<file path="config.mk">
export PLATFORM = sky130hd
export DESIGN_NAME = flk_flash_key_lock
export DESIGN_NICKNAME = d
export VERILOG_FILES = /design/src/flk_flash_key_lock.v /design/src/flk_psctl_reg.v
export VERILOG_INCLUDE_DIRS = /design/src
export SDC_FILE = /design/constraint.sdc
export NUM_CORES = 1
export LEC_CHECK = 0
export CAP_MARGIN = 20
export CORE_MARGIN = 2
export CORE_UTILIZATION = 39
export CTS_CLUSTER_SIZE = 28
export DETAILED_ROUTE_END_ITERATION = 7
export DONT_BUFFER_PORTS = 1
export PLACE_DENSITY = 0.5
export SYNTH_ARGS = -nofsm -noshare
export SYNTH_HDL_FRONTEND = slang
export SYNTH_HIERARCHICAL = 1
export SYNTH_SLANG_ARGS = --single-unit
</file>
<file path="constraint.sdc">
create_clock -name clk_sys -period 1.96 [get_ports clk_sys]
set_input_delay 0.49 -clock clk_sys [delete_from_list [all_inputs] [get_ports clk_sys]]
set_output_delay 0.49 -clock clk_sys [all_outputs]
set_load 0.02 [all_outputs]
</file>
<file path="src/flk_map.vh">
/*
 Constants for the flash key guard: special-function register addresses,
 field positions, reset values, key bytes and the reported lock codes.
 Assumes inclusion by bare name from every design file that needs them.
*/
// Behaviour
// - Flash write and erase open only after key byte 0xA5 and then, as the very next key write, 0xF1.
// - Once open, exactly one flash write or erase is allowed and the guard closes when it completes.
// - A key write that breaks the sequence locks flash permanently.
// - A flash write or erase tried while not open is blocked and locks flash permanently.
// - The permanent lock survives all key writes and only device reset returns the plain locked state.
// - Reading the key register gives the state in bits 1-0: 00 locked, 01 first key, 10 open, 11 locked until reset.
// - Byte writes and page erasures pass through the same key sequence and lock state.
// - A data-memory write goes to flash only while program_write_enable is 1.
// - With program_write_enable and program_erase_enable both 1, a flash write erases the page whatever the data.
`ifndef FLK_MAP_VH
`define FLK_MAP_VH

// ===============================================================
// Register addresses
`define FLK_ADDR_KEY 8'hb7
`define FLK_ADDR_PSCTL 8'h8f

// ===============================================================
// Fields and reset values
`define FLK_PSCTL_WE_BIT 0
`define FLK_PSCTL_EE_BIT 1
`define FLK_PSCTL_RESET 2'h0
`define FLK_KEY_RESET 8'h00

// ===============================================================
// Key bytes
`define FLK_KEY_FIRST 8'ha5
`define FLK_KEY_SECOND 8'hf1

// ===============================================================
// Lock codes reported in bits 1-0
`define FLK_CODE_LOCKED 2'h0
`define FLK_CODE_FIRST 2'h1
`define FLK_CODE_OPEN 2'h2
`define FLK_CODE_PERM 2'h3

`endif

</file>
<file path="src/flk_flash_key_lock.v">
/*
 Flash key guard. Decodes key-register writes, tracks the lock state,
 steers core data-memory writes either to data memory or to the flash
 controller, and reports the lock state on register reads.
 Assumes the core issues one-cycle sfr and data-memory strobes on clk_sys
 and that the flash controller answers each request with a one-cycle
 flashDone pulse, some cycles later.
*/
`timescale 1ns/10ps
`include "flk_map.vh"

module flk_flash_key_lock #(
   parameter ADDR_W = 16
) (
   input wire clk_sys,
   input wire reset,
   input wire [7:0] sfrAddr,
   input wire sfrWrite,
   input wire [7:0] sfrWdata,
   input wire sfrRead,
   output reg [7:0] sfrRdata,
   output reg sfrReadHit,
   input wire memWrite,
   input wire [ADDR_W-1:0] memAddr,
   input wire [7:0] memWdata,
   output reg xramWrite,
   output reg [ADDR_W-1:0] xramAddr,
   output reg [7:0] xramWdata,
   output reg flashWriteReq,
   output reg flashEraseReq,
   output reg [ADDR_W-1:0] flashAddr,
   output reg [7:0] flashWdata,
   input wire flashDone,
   output reg flashBlocked,
   output wire [1:0] lockState
);

   // ===============================================================
   // States
   localparam [4:0] ST_LOCKED = 5'h01;
   localparam [4:0] ST_FIRST = 5'h02;
   localparam [4:0] ST_OPEN = 5'h04;
   localparam [4:0] ST_BUSY = 5'h08;
   localparam [4:0] ST_PERM = 5'h10;

   reg [4:0] state_r;
   reg [4:0] state_nxt;
   reg [1:0] code;
   wire programWriteEnable;
   wire programEraseEnable;
   wire keyWrite;
   wire flashAccess;
   wire opAccepted;

   // ===============================================================
   // State to reported lock code
   function [1:0] stateCode;
      input [4:0] st;
      begin
         case (st)
            ST_LOCKED: stateCode = `FLK_CODE_LOCKED;
            ST_FIRST: stateCode = `FLK_CODE_FIRST;
            ST_OPEN: stateCode = `FLK_CODE_OPEN;
            // Still open until the single operation finishes
            ST_BUSY: stateCode = `FLK_CODE_OPEN;
            ST_PERM: stateCode = `FLK_CODE_PERM;
            default: stateCode = `FLK_CODE_PERM;
         endcase
      end
   endfunction

   // ===============================================================
   // Program store control register
   flk_psctl_reg u_psctl (
      .clk_sys(clk_sys),
      .reset(reset),
      .sfrWrite(sfrWrite),
      .sfrAddr(sfrAddr),
      .sfrWdata(sfrWdata),
      .programWriteEnable(programWriteEnable),
      .programEraseEnable(programEraseEnable)
   );

   assign keyWrite = sfrWrite && (sfrAddr == `FLK_ADDR_KEY);
   // Writes reach flash only with write enable set
   assign flashAccess = memWrite && programWriteEnable;
   // Only the one operation started from the open state goes out
   assign opAccepted = flashAccess && (state_r == ST_OPEN);

   // ===============================================================
   // Lock state machine
   always @* begin
      state_nxt = state_r;
      case (state_r)
         ST_LOCKED: begin
            if (flashAccess) begin
               state_nxt = ST_PERM;
            end else if (keyWrite) begin
               if (sfrWdata == `FLK_KEY_FIRST) begin
                  state_nxt = ST_FIRST;
               end else begin
                  // Any other first byte, 0xf1 included, locks for good
                  state_nxt = ST_PERM;
               end
            end
         end
         ST_FIRST: begin
            if (flashAccess) begin
               state_nxt = ST_PERM;
            end else if (keyWrite) begin
               if (sfrWdata == `FLK_KEY_SECOND) begin
                  state_nxt = ST_OPEN;
               end else begin
                  state_nxt = ST_PERM;
               end
            end
         end
         ST_OPEN: begin
            // A stray flashDone with nothing running is ignored here
            if (flashAccess) begin
               state_nxt = ST_BUSY;
            end else if (keyWrite) begin
               // Another key write while open breaks the sequence
               state_nxt = ST_PERM;
            end
         end
         ST_BUSY: begin
            if (flashAccess || keyWrite) begin
               // A second access during the operation is not covered by
               // the key; the running operation still completes
               state_nxt = ST_PERM;
            end else if (flashDone) begin
               state_nxt = ST_LOCKED;
            end
         end
         ST_PERM: begin
            state_nxt = ST_PERM;
         end
         default: begin
            state_nxt = ST_PERM;
         end
      endcase
   end

   always @(posedge clk_sys) begin
      if (reset) begin
         // Reset is the only way out of the permanent lock
         state_r <= ST_LOCKED;
      end else begin
         state_r <= state_nxt;
      end
   end

   assign lockState = stateCode(state_r);

   // ===============================================================
   // Data-memory and flash steering
   // Outputs are registered, so each request appears one cycle after
   // the core strobe; the flash controller sees a clean pulse
   always @(posedge clk_sys) begin
      if (reset) begin
         xramWrite <= 1'b0;
         xramAddr <= {ADDR_W{1'b0}};
         xramWdata <= 8'h00;
         flashWriteReq <= 1'b0;
         flashEraseReq <= 1'b0;
         flashAddr <= {ADDR_W{1'b0}};
         flashWdata <= 8'h00;
         flashBlocked <= 1'b0;
      end else begin
         xramWrite <= memWrite && !programWriteEnable;
         if (memWrite && !programWriteEnable) begin
            xramAddr <= memAddr;
            xramWdata <= memWdata;
         end
         // Erase and byte write share one gate
         flashWriteReq <= opAccepted && !programEraseEnable;
         flashEraseReq <= opAccepted && programEraseEnable;
         if (opAccepted) begin
            flashAddr <= memAddr;
            // Data is carried but ignored by the controller on erase
            flashWdata <= memWdata;
         end
         // A refused access reaches neither data memory nor flash
         flashBlocked <= flashAccess && !opAccepted;
      end
   end

   // ===============================================================
   // Register read port
   // Reads never move the key sequence; only key writes, flash accesses and flashDone do
   always @* begin
      code = stateCode(state_r);
   end

   always @(posedge clk_sys) begin
      if (reset) begin
         sfrRdata <= 8'h00;
         sfrReadHit <= 1'b0;
      end else begin
         sfrReadHit <= 1'b0;
         sfrRdata <= 8'h00;
         if (sfrRead) begin
            case (sfrAddr)
               `FLK_ADDR_KEY: begin
                  sfrRdata <= {6'h00, code};
                  sfrReadHit <= 1'b1;
               end
               `FLK_ADDR_PSCTL: begin
                  sfrRdata <= {6'h00, programEraseEnable,
                               programWriteEnable};
                  sfrReadHit <= 1'b1;
               end
               default: begin
                  sfrRdata <= 8'h00;
                  sfrReadHit <= 1'b0;
               end
            endcase
         end
      end
   end

endmodule // flk_flash_key_lock

</file>
<file path="src/flk_psctl_reg.v">
/*
 Program store control register: holds program_write_enable and
 program_erase_enable, written and read over the special-function bus.
 Assumes single-cycle write strobes synchronous to clk_sys.
*/
`timescale 1ns/10ps
`include "flk_map.vh"

module flk_psctl_reg (
   input wire clk_sys,
   input wire reset,
   input wire sfrWrite,
   input wire [7:0] sfrAddr,
   input wire [7:0] sfrWdata,
   output wire programWriteEnable,
   output wire programEraseEnable
);

   reg [1:0] ctl_r;
   wire [1:0] ctl_nxt;

   // ===============================================================
   // Register
   // Reserved bits 7:2 are not stored; they read back as zero
   assign ctl_nxt = (sfrWrite && sfrAddr == `FLK_ADDR_PSCTL) ?
                    sfrWdata[1:0] : ctl_r;

   always @(posedge clk_sys) begin
      if (reset) begin
         ctl_r <= `FLK_PSCTL_RESET;
      end else begin
         ctl_r <= ctl_nxt;
      end
   end

   assign programWriteEnable = ctl_r[`FLK_PSCTL_WE_BIT];
   assign programEraseEnable = ctl_r[`FLK_PSCTL_EE_BIT];

endmodule // flk_psctl_reg
</file>
# Word-level counts from Yosys, hierarchy flattened
# Cells that the tools add are included.
# word_totals
latchBits,0
wordCells,55
output_inout_bits,63
reg_bits,68
memories,0
mem_bits_ro,0
mem_bits_rw,0
# classes
n_mul,0
magnitude_cmp,0
shift,0
n_div,0
n_bitwise,1
n_addsub,0
n_eq_ne,12
n_reduce_logical,16
n_mux,14
# ops
op,count
5-bit two-way mux,10
"8-bit equality test, second input constant",4
5-bit one-hot mux with 4 select lines,1
"3-bit != test, second input constant",4
1-bit logical AND,8
2-bit one-hot mux with 3 select lines,1
2-bit OR reduction,3
"5-bit by 1-bit equality test with 1-bit output, second input constant",1
"5-bit by 2-bit equality test with 1-bit output, second input constant",1
"5-bit by 3-bit equality test with 1-bit output, second input constant",1
"5-bit by 4-bit equality test with 1-bit output, second input constant",1
2-bit one-hot mux with 2 select lines,1
4-bit AND reduction,1
1-bit zero test,3
1-bit logical OR,1
1-bit two-way mux,1
1-bit inverter,1

# Logic depth before layout (Yosys ltp)
# Gate-level depths: netlist of the first run.
# depth
ltp_word,5
mapped_depth,7
mapped_depth_nobuf,5

# By module
# Netlist of the first run, hierarchy kept.
# modules_own_cells
module,cells_per_inst,n_inst,area_per_inst_um2
flk_flash_key_lock,300,1,2421.1
flk_psctl_reg,11,1,126.4

# Least setup slack after synthesis of the first run
# Ideal clock, no wire load.
# synth_timing
kind,flip-flop to flip-flop
start,register state_r[3] (netlist: stateCode.st[3])
end,register flashWdata[0]
stages_incl_launch_ff,8
arrival_ns,1.540
period_less_slack_ns,1.674
setup_slack_ns,0.286
cell_sequence,dfxtp_1 buf_6 or4b_4 nor2_4 nand3_2 buf_6 nand2_1 a21oi_2
# synth_between
elab_chain_len,2
# synth_lines
element,line_no,rtl
from (decl),flk_flash_key_lock.v:46,reg [4:0] state_r;
from (signal assigned),flk_flash_key_lock.v:150,state_r <= state_nxt;
5-bit by 3-bit equality test with 1-bit output,flk_flash_key_lock.v:88,assign opAccepted = flashAccess && (state_r == ST_OPEN);
1-bit logical AND,flk_flash_key_lock.v:88,
to (signal assigned),flk_flash_key_lock.v:182,flashWdata <= memWdata;
to (decl),flk_flash_key_lock.v:32,"output reg [7:0] flashWdata,"
# No other way between the ends.
# A chain may end at the register's enable or synchronous reset.

# Worst setup path in the final report of the first run
# layout_timing
start,register state_r[3] (netlist: stateCode.st[3])
end,output lockState[0]
# layout_between
elab_chain_len,3
# layout_lines
element,line_no,rtl
5-bit by 3-bit equality test with 1-bit output / 5-bit by 4-bit equality test with 1-bit output (equally long branches),flk_flash_key_lock.v:60,case (st)
2-bit OR reduction (no line),--,
2-bit one-hot mux with 3 select lines (*),flk_flash_key_lock.v:60,
to (decl),flk_flash_key_lock.v:35,output wire [1:0] lockState
# Mark *: on every way between the ends. The rest lies on a longest branch, timed or not.

==> results of run 1 <==
worst min-delay path by stage:
stage | start | endpoint | slack, ns | cells past startpoint
2_1_floorplan | u_psctl/ctl_r[1]$_SDFFE_PP0P_ | u_psctl/ctl_r[1]$_SDFFE_PP0P_ | 0.46 | 2
3_3_place_gp | u_psctl/ctl_r[1]$_SDFFE_PP0P_ | u_psctl/ctl_r[1]$_SDFFE_PP0P_ | 0.50 | 2
3_5_place_dp | u_psctl/ctl_r[1]$_SDFFE_PP0P_ | u_psctl/ctl_r[1]$_SDFFE_PP0P_ | 0.52 | 2
4_1_cts | reset | flashWdata[3]$_SDFFE_PP0P_ | 0.20 | 1
5_1_grt | reset | xramWdata[6]$_SDFFE_PP0P_ | 0.20 | 1
6_report | reset | flashBlocked$_SDFF_PP0_ | 0.24 | 1
flip-flops by register name, summed over array words and instances, names as in the netlist:
signal	cells
flashAddr	16
xramAddr	16
flashWdata	8
xramWdata	8
stateCode.st	5
sfrRdata	2
u_psctl/ctl_r	2
flashBlocked	1
flashEraseReq	1
flashWriteReq	1
sfrReadHit	1
xramWrite	1
cell usage in the layout, fill, tap and decap left out, types with 4 or more instances in the layout:
cell type / Yosys / final
dfxtp_1: 62 / 62
clkbuf_8: 0 / 11
nor2_1: 16 / 16
buf_4: 6 / 7
conb_1: 1 / 6
nand2b_1: 7 / 7
a21oi_1: 45 / 45
nor3_1: 4 / 4
a21oi_2: 5 / 5
nand2_1: 102 / 102
routing by layer:
layer	GRT usage	share of wire	vias to the layer above
met5	0	0	-
met4	0.06926	0.014	0
met3	0.07782	0.10	8
met2	0.2591	0.44	65
met1	0.2141	0.45	946
li1	-	-	1022
cells by family (layout without fill, tap and decap cells):
family                    after synthesis  after routing  synth area share
and+or+nand+nor                       154            154            0.2859
AOI/OAI and AO/OA                      63             63            0.1439
other                                   1              6          0.001472
buffers and inverters                  26             24           0.06286
xor gates and xnor gates                2              2          0.006877
DFF                                    62             62            0.4872
muxes                                   3              3           0.01179
report_power, final:
| part | total (mW) | leakage (nW) | internal (mW) | switching [mW] |
|---|---|---|---|---|
| Combinational | 0.158 | 0.388 | 0.0586 | 0.0990 |
| Sequential | 1.36 | 0.504 | 1.29 | 0.0646 |
| Clock | 1.13 | 0.102 | 0.651 | 0.482 |
through the flow:
stage,instances,setup slack [ns]
floorplan,316,0.2857
global placement,376,0.3038
detailed placement,376,0.2853
CTS,391,0.1354
global route,391,0.06211
finish,391,0.1591
critical path: cells and delay by family (launching register included):
kind            cells  cell delay, ns
flops               1            0.34
xor+xnor            1            0.14
compound gates      1            0.16
buf+inv             2            0.35
area by class of cell:
cell class | count | area [sq um]
fill | 667 | 3570
sequential | 62 | 1241
multi-input combinational | 228 | 1167
clock buffer | 12 | 155.1
tap | 77 | 96.34
timing repair buffer | 8 | 72.57
clock inverter | 3 | 43.79
inverter | 1 | 3.754
==> results.toml, run 1 <==
[job]
maxCapViolations = 0

[global_route]
grt_use_total = 0.1716
antenna_found_initial = 0
grt_pass1_wl_mm = 9.722
grt_pass1_vias = 1917
grt_overflow = 0
grt_max_degree = 63

[final_layout]
area_growth_pct = 9.136
final_nets = 356
drive_gt1_frac = 0.1083
fin_util = 0.4378
fin_area_sq_um = 2780
num_antenna_cells = 0

[power]
powerDensity_nw_per_um2 = 952.4
peakVddDrop_uv = 481.7
total_power_mw = 2.648
p_leak_nw = 0.9952

[route]
drt_iter0_drc = 62
drc = 0
drtPass1Iterations = 4
num_vias = 2041
ant_nets = 0
avgRoutedWirePerCell_um = 15.49
wirelength_mm = 6.055
via_per_inst = 5.220

[die]
ioPinCount = 109
die_area_sq_um = 7194
rows = 29
die_h_um = 84.82
core_sq_um = 6350
fp.dieW_um = 84.82
initial_core_util = 0.4012

[worst_setup_path]
r2r-end = "flashAddr[10]$_SDFFE_PP0P_"
reg2regPathDepth = 6
crit_path_frequent_cell = "buf_4"
start_kind = "flip-flop"
max_stage_delay_ns = 0.34
crit_fanout = 6
r2r_start = "stateCode.st[0]$_SDFFE_PP1P_"
cp_slowest_cell = "dfxtp_1"
setup.worst_path.end = "lockState[0]"
criticalPathCategory = "flip-flop to output pin"
reg2reg_slack_ns = 0.28
cp_data_arrival_time_ns = 1.31
required_ns = 1.47
cp-end-kind = "output pin"
cp-startpoint = "stateCode.st[3]$_SDFFE_PP0P_"
cp_cell_sequence = "buf_4, xor2_1, o211ai_1, buf_4"

[placement]
gp_congestion = 0.8101
place_area_sq_um = 2581
dp_hpwl_mm = 4.037
io_buffers = 0

[timing]
fmax_mhz = 555.3
rsz0062_at_grt = "no"
fin_skew_ns = 0.006382
slew_viol_final = 0
final.period_utilization = 0.9188
whs_ns = 0.2375
final-setup-viol-count = 0
finalHoldViolations = 0
fin_crit_ns = 1.801
setup_tns_ns = 0

[clock_tree]
numCtsBuffers = 9
cts_root_buffer = "clkbuf_8"
cts_resized = 0
hold_buffers = 0
clkTransAtPathRegs_ns = 0.07
insertion_delay_ns = 0.33
cts_tree = "yes"
cts_setup_buffers = 0
clock-sinks = 62
htreeDepth = 3
clock_path_buffers = 2

[logic_synthesis]
synth_area_sq_um = 2547
yosysUniqueCellTypes = 43
yosys_warnings = 6
postSynthAreaPerCell_sq_um = 8.191
ys_seq_area_frac = 0.4872
yosysTopAreaCell = "dfxtp_1"
synth_cells = 311
dominantRegCellSynth = "dfxtp_1"
synth_async_sr_flop_share = 0
synth_edf_count = 0
synth_area_leaders = "dfxtp_1, nand2_1, a21oi_1"
synth_most_common_cell = "nand2_1"
yosysTopAreaCellShare = 0.4872
synth-seq-cells = 62
synthTopCellsByCount = "nand2_1, dfxtp_1, a21oi_1"

[run_status]
status = "completed"

[hold_path]
hold_class = "input port to flip-flop"
Note: power is estimated with default switching activity, not from simulation.
==> run 2, diff against run 1 <==
PLACE_DENSITY = 0.62   (was 0.5)
==> results.toml, run 2 (same netlist as run 1, synthesis figures left out) <==
[run_status]
status = "completed"

[job]
maxCapViolations = 0

[power]
peakVddDrop_uv = 577.9
powerDensity_nw_per_um2 = 981.2
p_leak_nw = 0.9973

[route]
drt_iter0_drc = 75
drc = 0
num_vias = 2033
wirelength_mm = 5.818
avgRoutedWirePerCell_um = 14.84
drtPass1Iterations = 4
via_per_inst = 5.186
ant_nets = 0

[final_layout]
fin_cells = 392
final_common_cell = "nand2_1"
multiInputGateArea_sq_um = 1167
final_nets = 356
num_antenna_cells = 0
drive_gt1_frac = 0.1143
reg_top3 = "flashAddr x16, xramAddr x16"
area_growth_pct = 10.02
regArea_sq_um = 1241
mostFrequentLayoutCells = "nand2_1, dfxtp_1, a21oi_1"
fillers = 660

[hold_path]
hold_class = "input port to flip-flop"

[global_route]
grt_overflow = 0
grt_max_degree = 63
grtUsageMet3 = 0.06323
use_met2 = 0.2591
grt-busiest-layer = "met2"
met1_usage = 0.1904
antenna_found_initial = 0
grt_pass1_wl_mm = 9.246
grt_pass1_vias = 1943
grt_use_total = 0.1623

[placement]
placedCellCount = 376
dp_hpwl_mm = 3.969
io_buffers = 0
gp_congestion = 0.7385

[timing]
slew_viol_final = 0
final-setup-viol-count = 0
rsz0062_at_grt = "no"
fin_skew_ns = 0.008079
fin_crit_ns = 1.843
fmax_mhz = 542.6
setup_tns_ns = 0
final.period_utilization = 0.9402
finalHoldViolations = 0

[die]
die_area_sq_um = 7194
fp.dieW_um = 84.82
core_sq_um = 6350
die_h_um = 84.82
rows = 29
ioPinCount = 109
initial_core_util = 0.4012

[worst_setup_path]
required_ns = 1.47
cp-end-kind = "output pin"
cp_data_arrival_time_ns = 1.35
start_kind = "flip-flop"
crit_fanout = 9
criticalPathCategory = "flip-flop to output pin"

[clock_tree]
cts_setup_buffers = 0
clock-sinks = 62
insertion_delay_ns = 0.34
hold_buffers = 0
clkTransAtPathRegs_ns = 0.07
cts_root_buffer = "clkbuf_8"
numCtsBuffers = 9
cts_tree = "yes"
htreeDepth = 3
cts_resized = 0
clock_path_buffers = 2
==> run 2: critical path, cell delays in order, from the launching register on <==
cell	delay (ns)
dfxtp_1	0.32
buf_4	0.17
xor2_1	0.16
o211ai_1	0.18
buf_4	0.19
==> run 2: area by class of cell <==
| class | instances | share of cell area |
|---|---|---|
| multi-input combinational | 228 | 0.4165 |
| clock inverter | 7 | 0.03482 |
| sequential | 62 | 0.4429 |
| tap | 77 | 0.03437 |
| clock buffer | 9 | 0.04420 |
| inverter | 1 | 0.001339 |
| timing repair buffer | 8 | 0.02589 |
==> run 2: worst paths after layout <==
kind | slack (ns) | from | end | cells after the start
setup / recovery | 0.12 | stateCode.st[2]$_SDFFE_PP0P_ | lockState[0] | 4
setup reg to reg | 0.31 | stateCode.st[0]$_SDFFE_PP1P_ | flashWdata[4]$_SDFFE_PP0P_ | 6
hold / removal | 0.23 | reset | flashAddr[4]$_SDFFE_PP0P_ | 1
hold reg to reg | 0.51 | u_psctl/ctl_r[1]$_SDFFE_PP0P_ | u_psctl/ctl_r[1]$_SDFFE_PP0P_ | 2
==> run 2: through the flow <==
step	hold WS (ns)	setup slack [ns]	utilization	power, mW	area, sq um
final	0.2332	0.1172	0.4414	2.750	2803
after global routing	0.2068	0.07015	0.4414	2.858	2803
after CTS	0.1959	0.1049	0.4414	2.791	2803
after detailed placement	0.4980	0.3125	0.4065	1.543	2581
after global placement	0.4947	0.3460	0.4065	1.539	2581
after floorplan	0.4649	0.2857	-	1.528	2566
==> run 2: per-layer routing <==
metal	up-vias	share of wire
met5	-	0
li1	1024	-
met4	0	0.017
met1	933	0.42
met3	8	0.087
met2	68	0.48
==> run 2: power breakdown <==
group / internal, mW / total [mW] / switching (mW) / leakage, nW
sequential: 1.29 / 1.36 / 0.0652 / 0.504
clock: 0.719 / 1.24 / 0.518 / 0.106
combinational: 0.0585 / 0.154 / 0.0960 / 0.387
==> run 3, diff against run 2 <==
PLACE_DENSITY = 0.64   (was 0.62)
clock period = 1.6 ns   (was 1.96 ns; I/O delays follow)
==> results.toml, run 3 (same netlist as run 1, synthesis figures left out) <==
[die]
die_h_um = 84.82
rows = 29
core_sq_um = 6350
die_area_sq_um = 7194
fp.dieW_um = 84.82
initial_core_util = 0.4012
ioPinCount = 109

[worst_setup_path]
criticalPathCategory = "flip-flop to output pin"
cp_data_arrival_time_ns = 1.25
crit_fanout = 5
cp-end-kind = "output pin"
start_kind = "flip-flop"
required_ns = 1.20

[clock_tree]
htreeDepth = 3
clock_path_buffers = 2
cts_root_buffer = "clkbuf_8"
numCtsBuffers = 9
insertion_delay_ns = 0.33
cts_tree = "yes"
clock-sinks = 62
clkTransAtPathRegs_ns = 0.07

[timing]
slew_viol_final = 0
finalHoldViolations = 0
fmax_mhz = 606.8
rsz0062_at_grt = "yes"
whs_ns = 0.1403
layout_setup_ws_ns = -0.04799
final-setup-viol-count = 4
final.period_utilization = 1.030
fin_skew_ns = 0.006408
fin_crit_ns = 1.648

[power]
p_leak_nw = 1.032
powerDensity_nw_per_um2 = 1068
peakVddDrop_uv = 671.5

[global_route]
grt_max_degree = 63
antenna_found_initial = 0
grt_pass1_vias = 2031
grt_use_total = 0.1678
grt_overflow = 0
grt_pass1_wl_mm = 9.542

[final_layout]
mostFrequentLayoutCells = "nand2_1, dfxtp_1, a21oi_1"
reg_top3 = "flashAddr x16, xramAddr x16"
final_common_cell = "nand2_1"
final_nets = 362
area_growth_pct = 12.43
num_antenna_cells = 0
drive_gt1_frac = 0.1589

[route]
drtPass1Iterations = 4
num_vias = 2114
via_per_inst = 5.312
avgRoutedWirePerCell_um = 15.04
drc = 0
drt_iter0_drc = 76
wirelength_mm = 5.984
ant_nets = 0

[placement]
pre_cts_ws_ns = -0.03403
gp_congestion = 0.7400
io_buffers = 0
dp_hpwl_mm = 4.122

[run_status]
status = "finished, violations left"
violations = "setup timing"

[hold_path]
hold_class = "input port to flip-flop"

[job]
maxCapViolations = 0
==> run 3: final timing paths <==
kind                                               startpoint                            end  slack [ns]  cells past startpoint
worst min-delay path                                    reset   stateCode.st[3]$_SDFFE_PP0P_        0.14                      1
worst max register to register   stateCode.st[3]$_SDFFE_PP0P_   stateCode.st[2]$_SDFFE_PP0P_       -0.01                      5
worst min register to register  u_psctl/ctl_r[1]$_SDFFE_PP0P_  u_psctl/ctl_r[1]$_SDFFE_PP0P_        0.51                      2
worst max-delay path             stateCode.st[2]$_SDFFE_PP0P_                   lockState[0]       -0.05                      4
==> run 3: cell type report <==
type	count	area, sq um
Multi-Input combinational cell	228	1200
Tap cell	77	96.34
Clock inverter	7	50.05
Timing Repair Buffer	14	145.1
Fill cell	645	3486
Sequential cell	62	1245
Inverter	1	3.754
Clock buffer	9	123.9
==> run 3: through the flow <==
stage                     TNS [ns]  std cells  power [mW]  instance area (sq um)  utilization
after global placement           0        379       1.889                   2624       0.4132
after floorplan            -0.6960        316       1.871                   2574            -
after CTS                  -0.1408        397       3.103                   2833       0.4461
final                     -0.07560        398       3.059                   2864       0.4510
after global routing        -1.117        398       3.191                   2864       0.4510
after detailed placement  -0.03403        379       1.894                   2624       0.4132
==> run 3: what timing repair did <==
| action | 4_1_cts | 5_1_grt |
|---|---|---|
| buffers inserted | 2 | 1 |
| cloned | 0 | 0 |
| resized for setup | 7 | 7 |
| pin swaps | 0 | 1 |
| endpoints found under the setup margin | 4 | 29 |
| hold buffers | 0 | 0 |
==> run 3: worst max-delay path, cell delays in order (launching register included) <==
cell	delay (ns)
dfxtp_2	0.33
buf_6	0.12
xor2_1	0.15
o211ai_1	0.15
buf_4	0.18
==> run 3: routing by layer <==
| metal | vias to the layer above | global-route usage | part of all wire |
|---|---|---|---|
| li1 | 1036 | - | - |
| met1 | 984 | 0.1977 | 0.42 |
| met2 | 84 | 0.2663 | 0.46 |
| met3 | 10 | 0.07490 | 0.098 |
| met4 | 0 | 0.07071 | 0.015 |
| met5 | - | 0 | 0 |
==> run 3: power breakdown <==
part	switching (mW)	leakage (nW)	internal (mW)
combinational	0.126	0.446	0.0814
sequential	0.0750	0.505	1.58
clock	0.631	0.0816	0.562
total	0.831	1.03	2.23
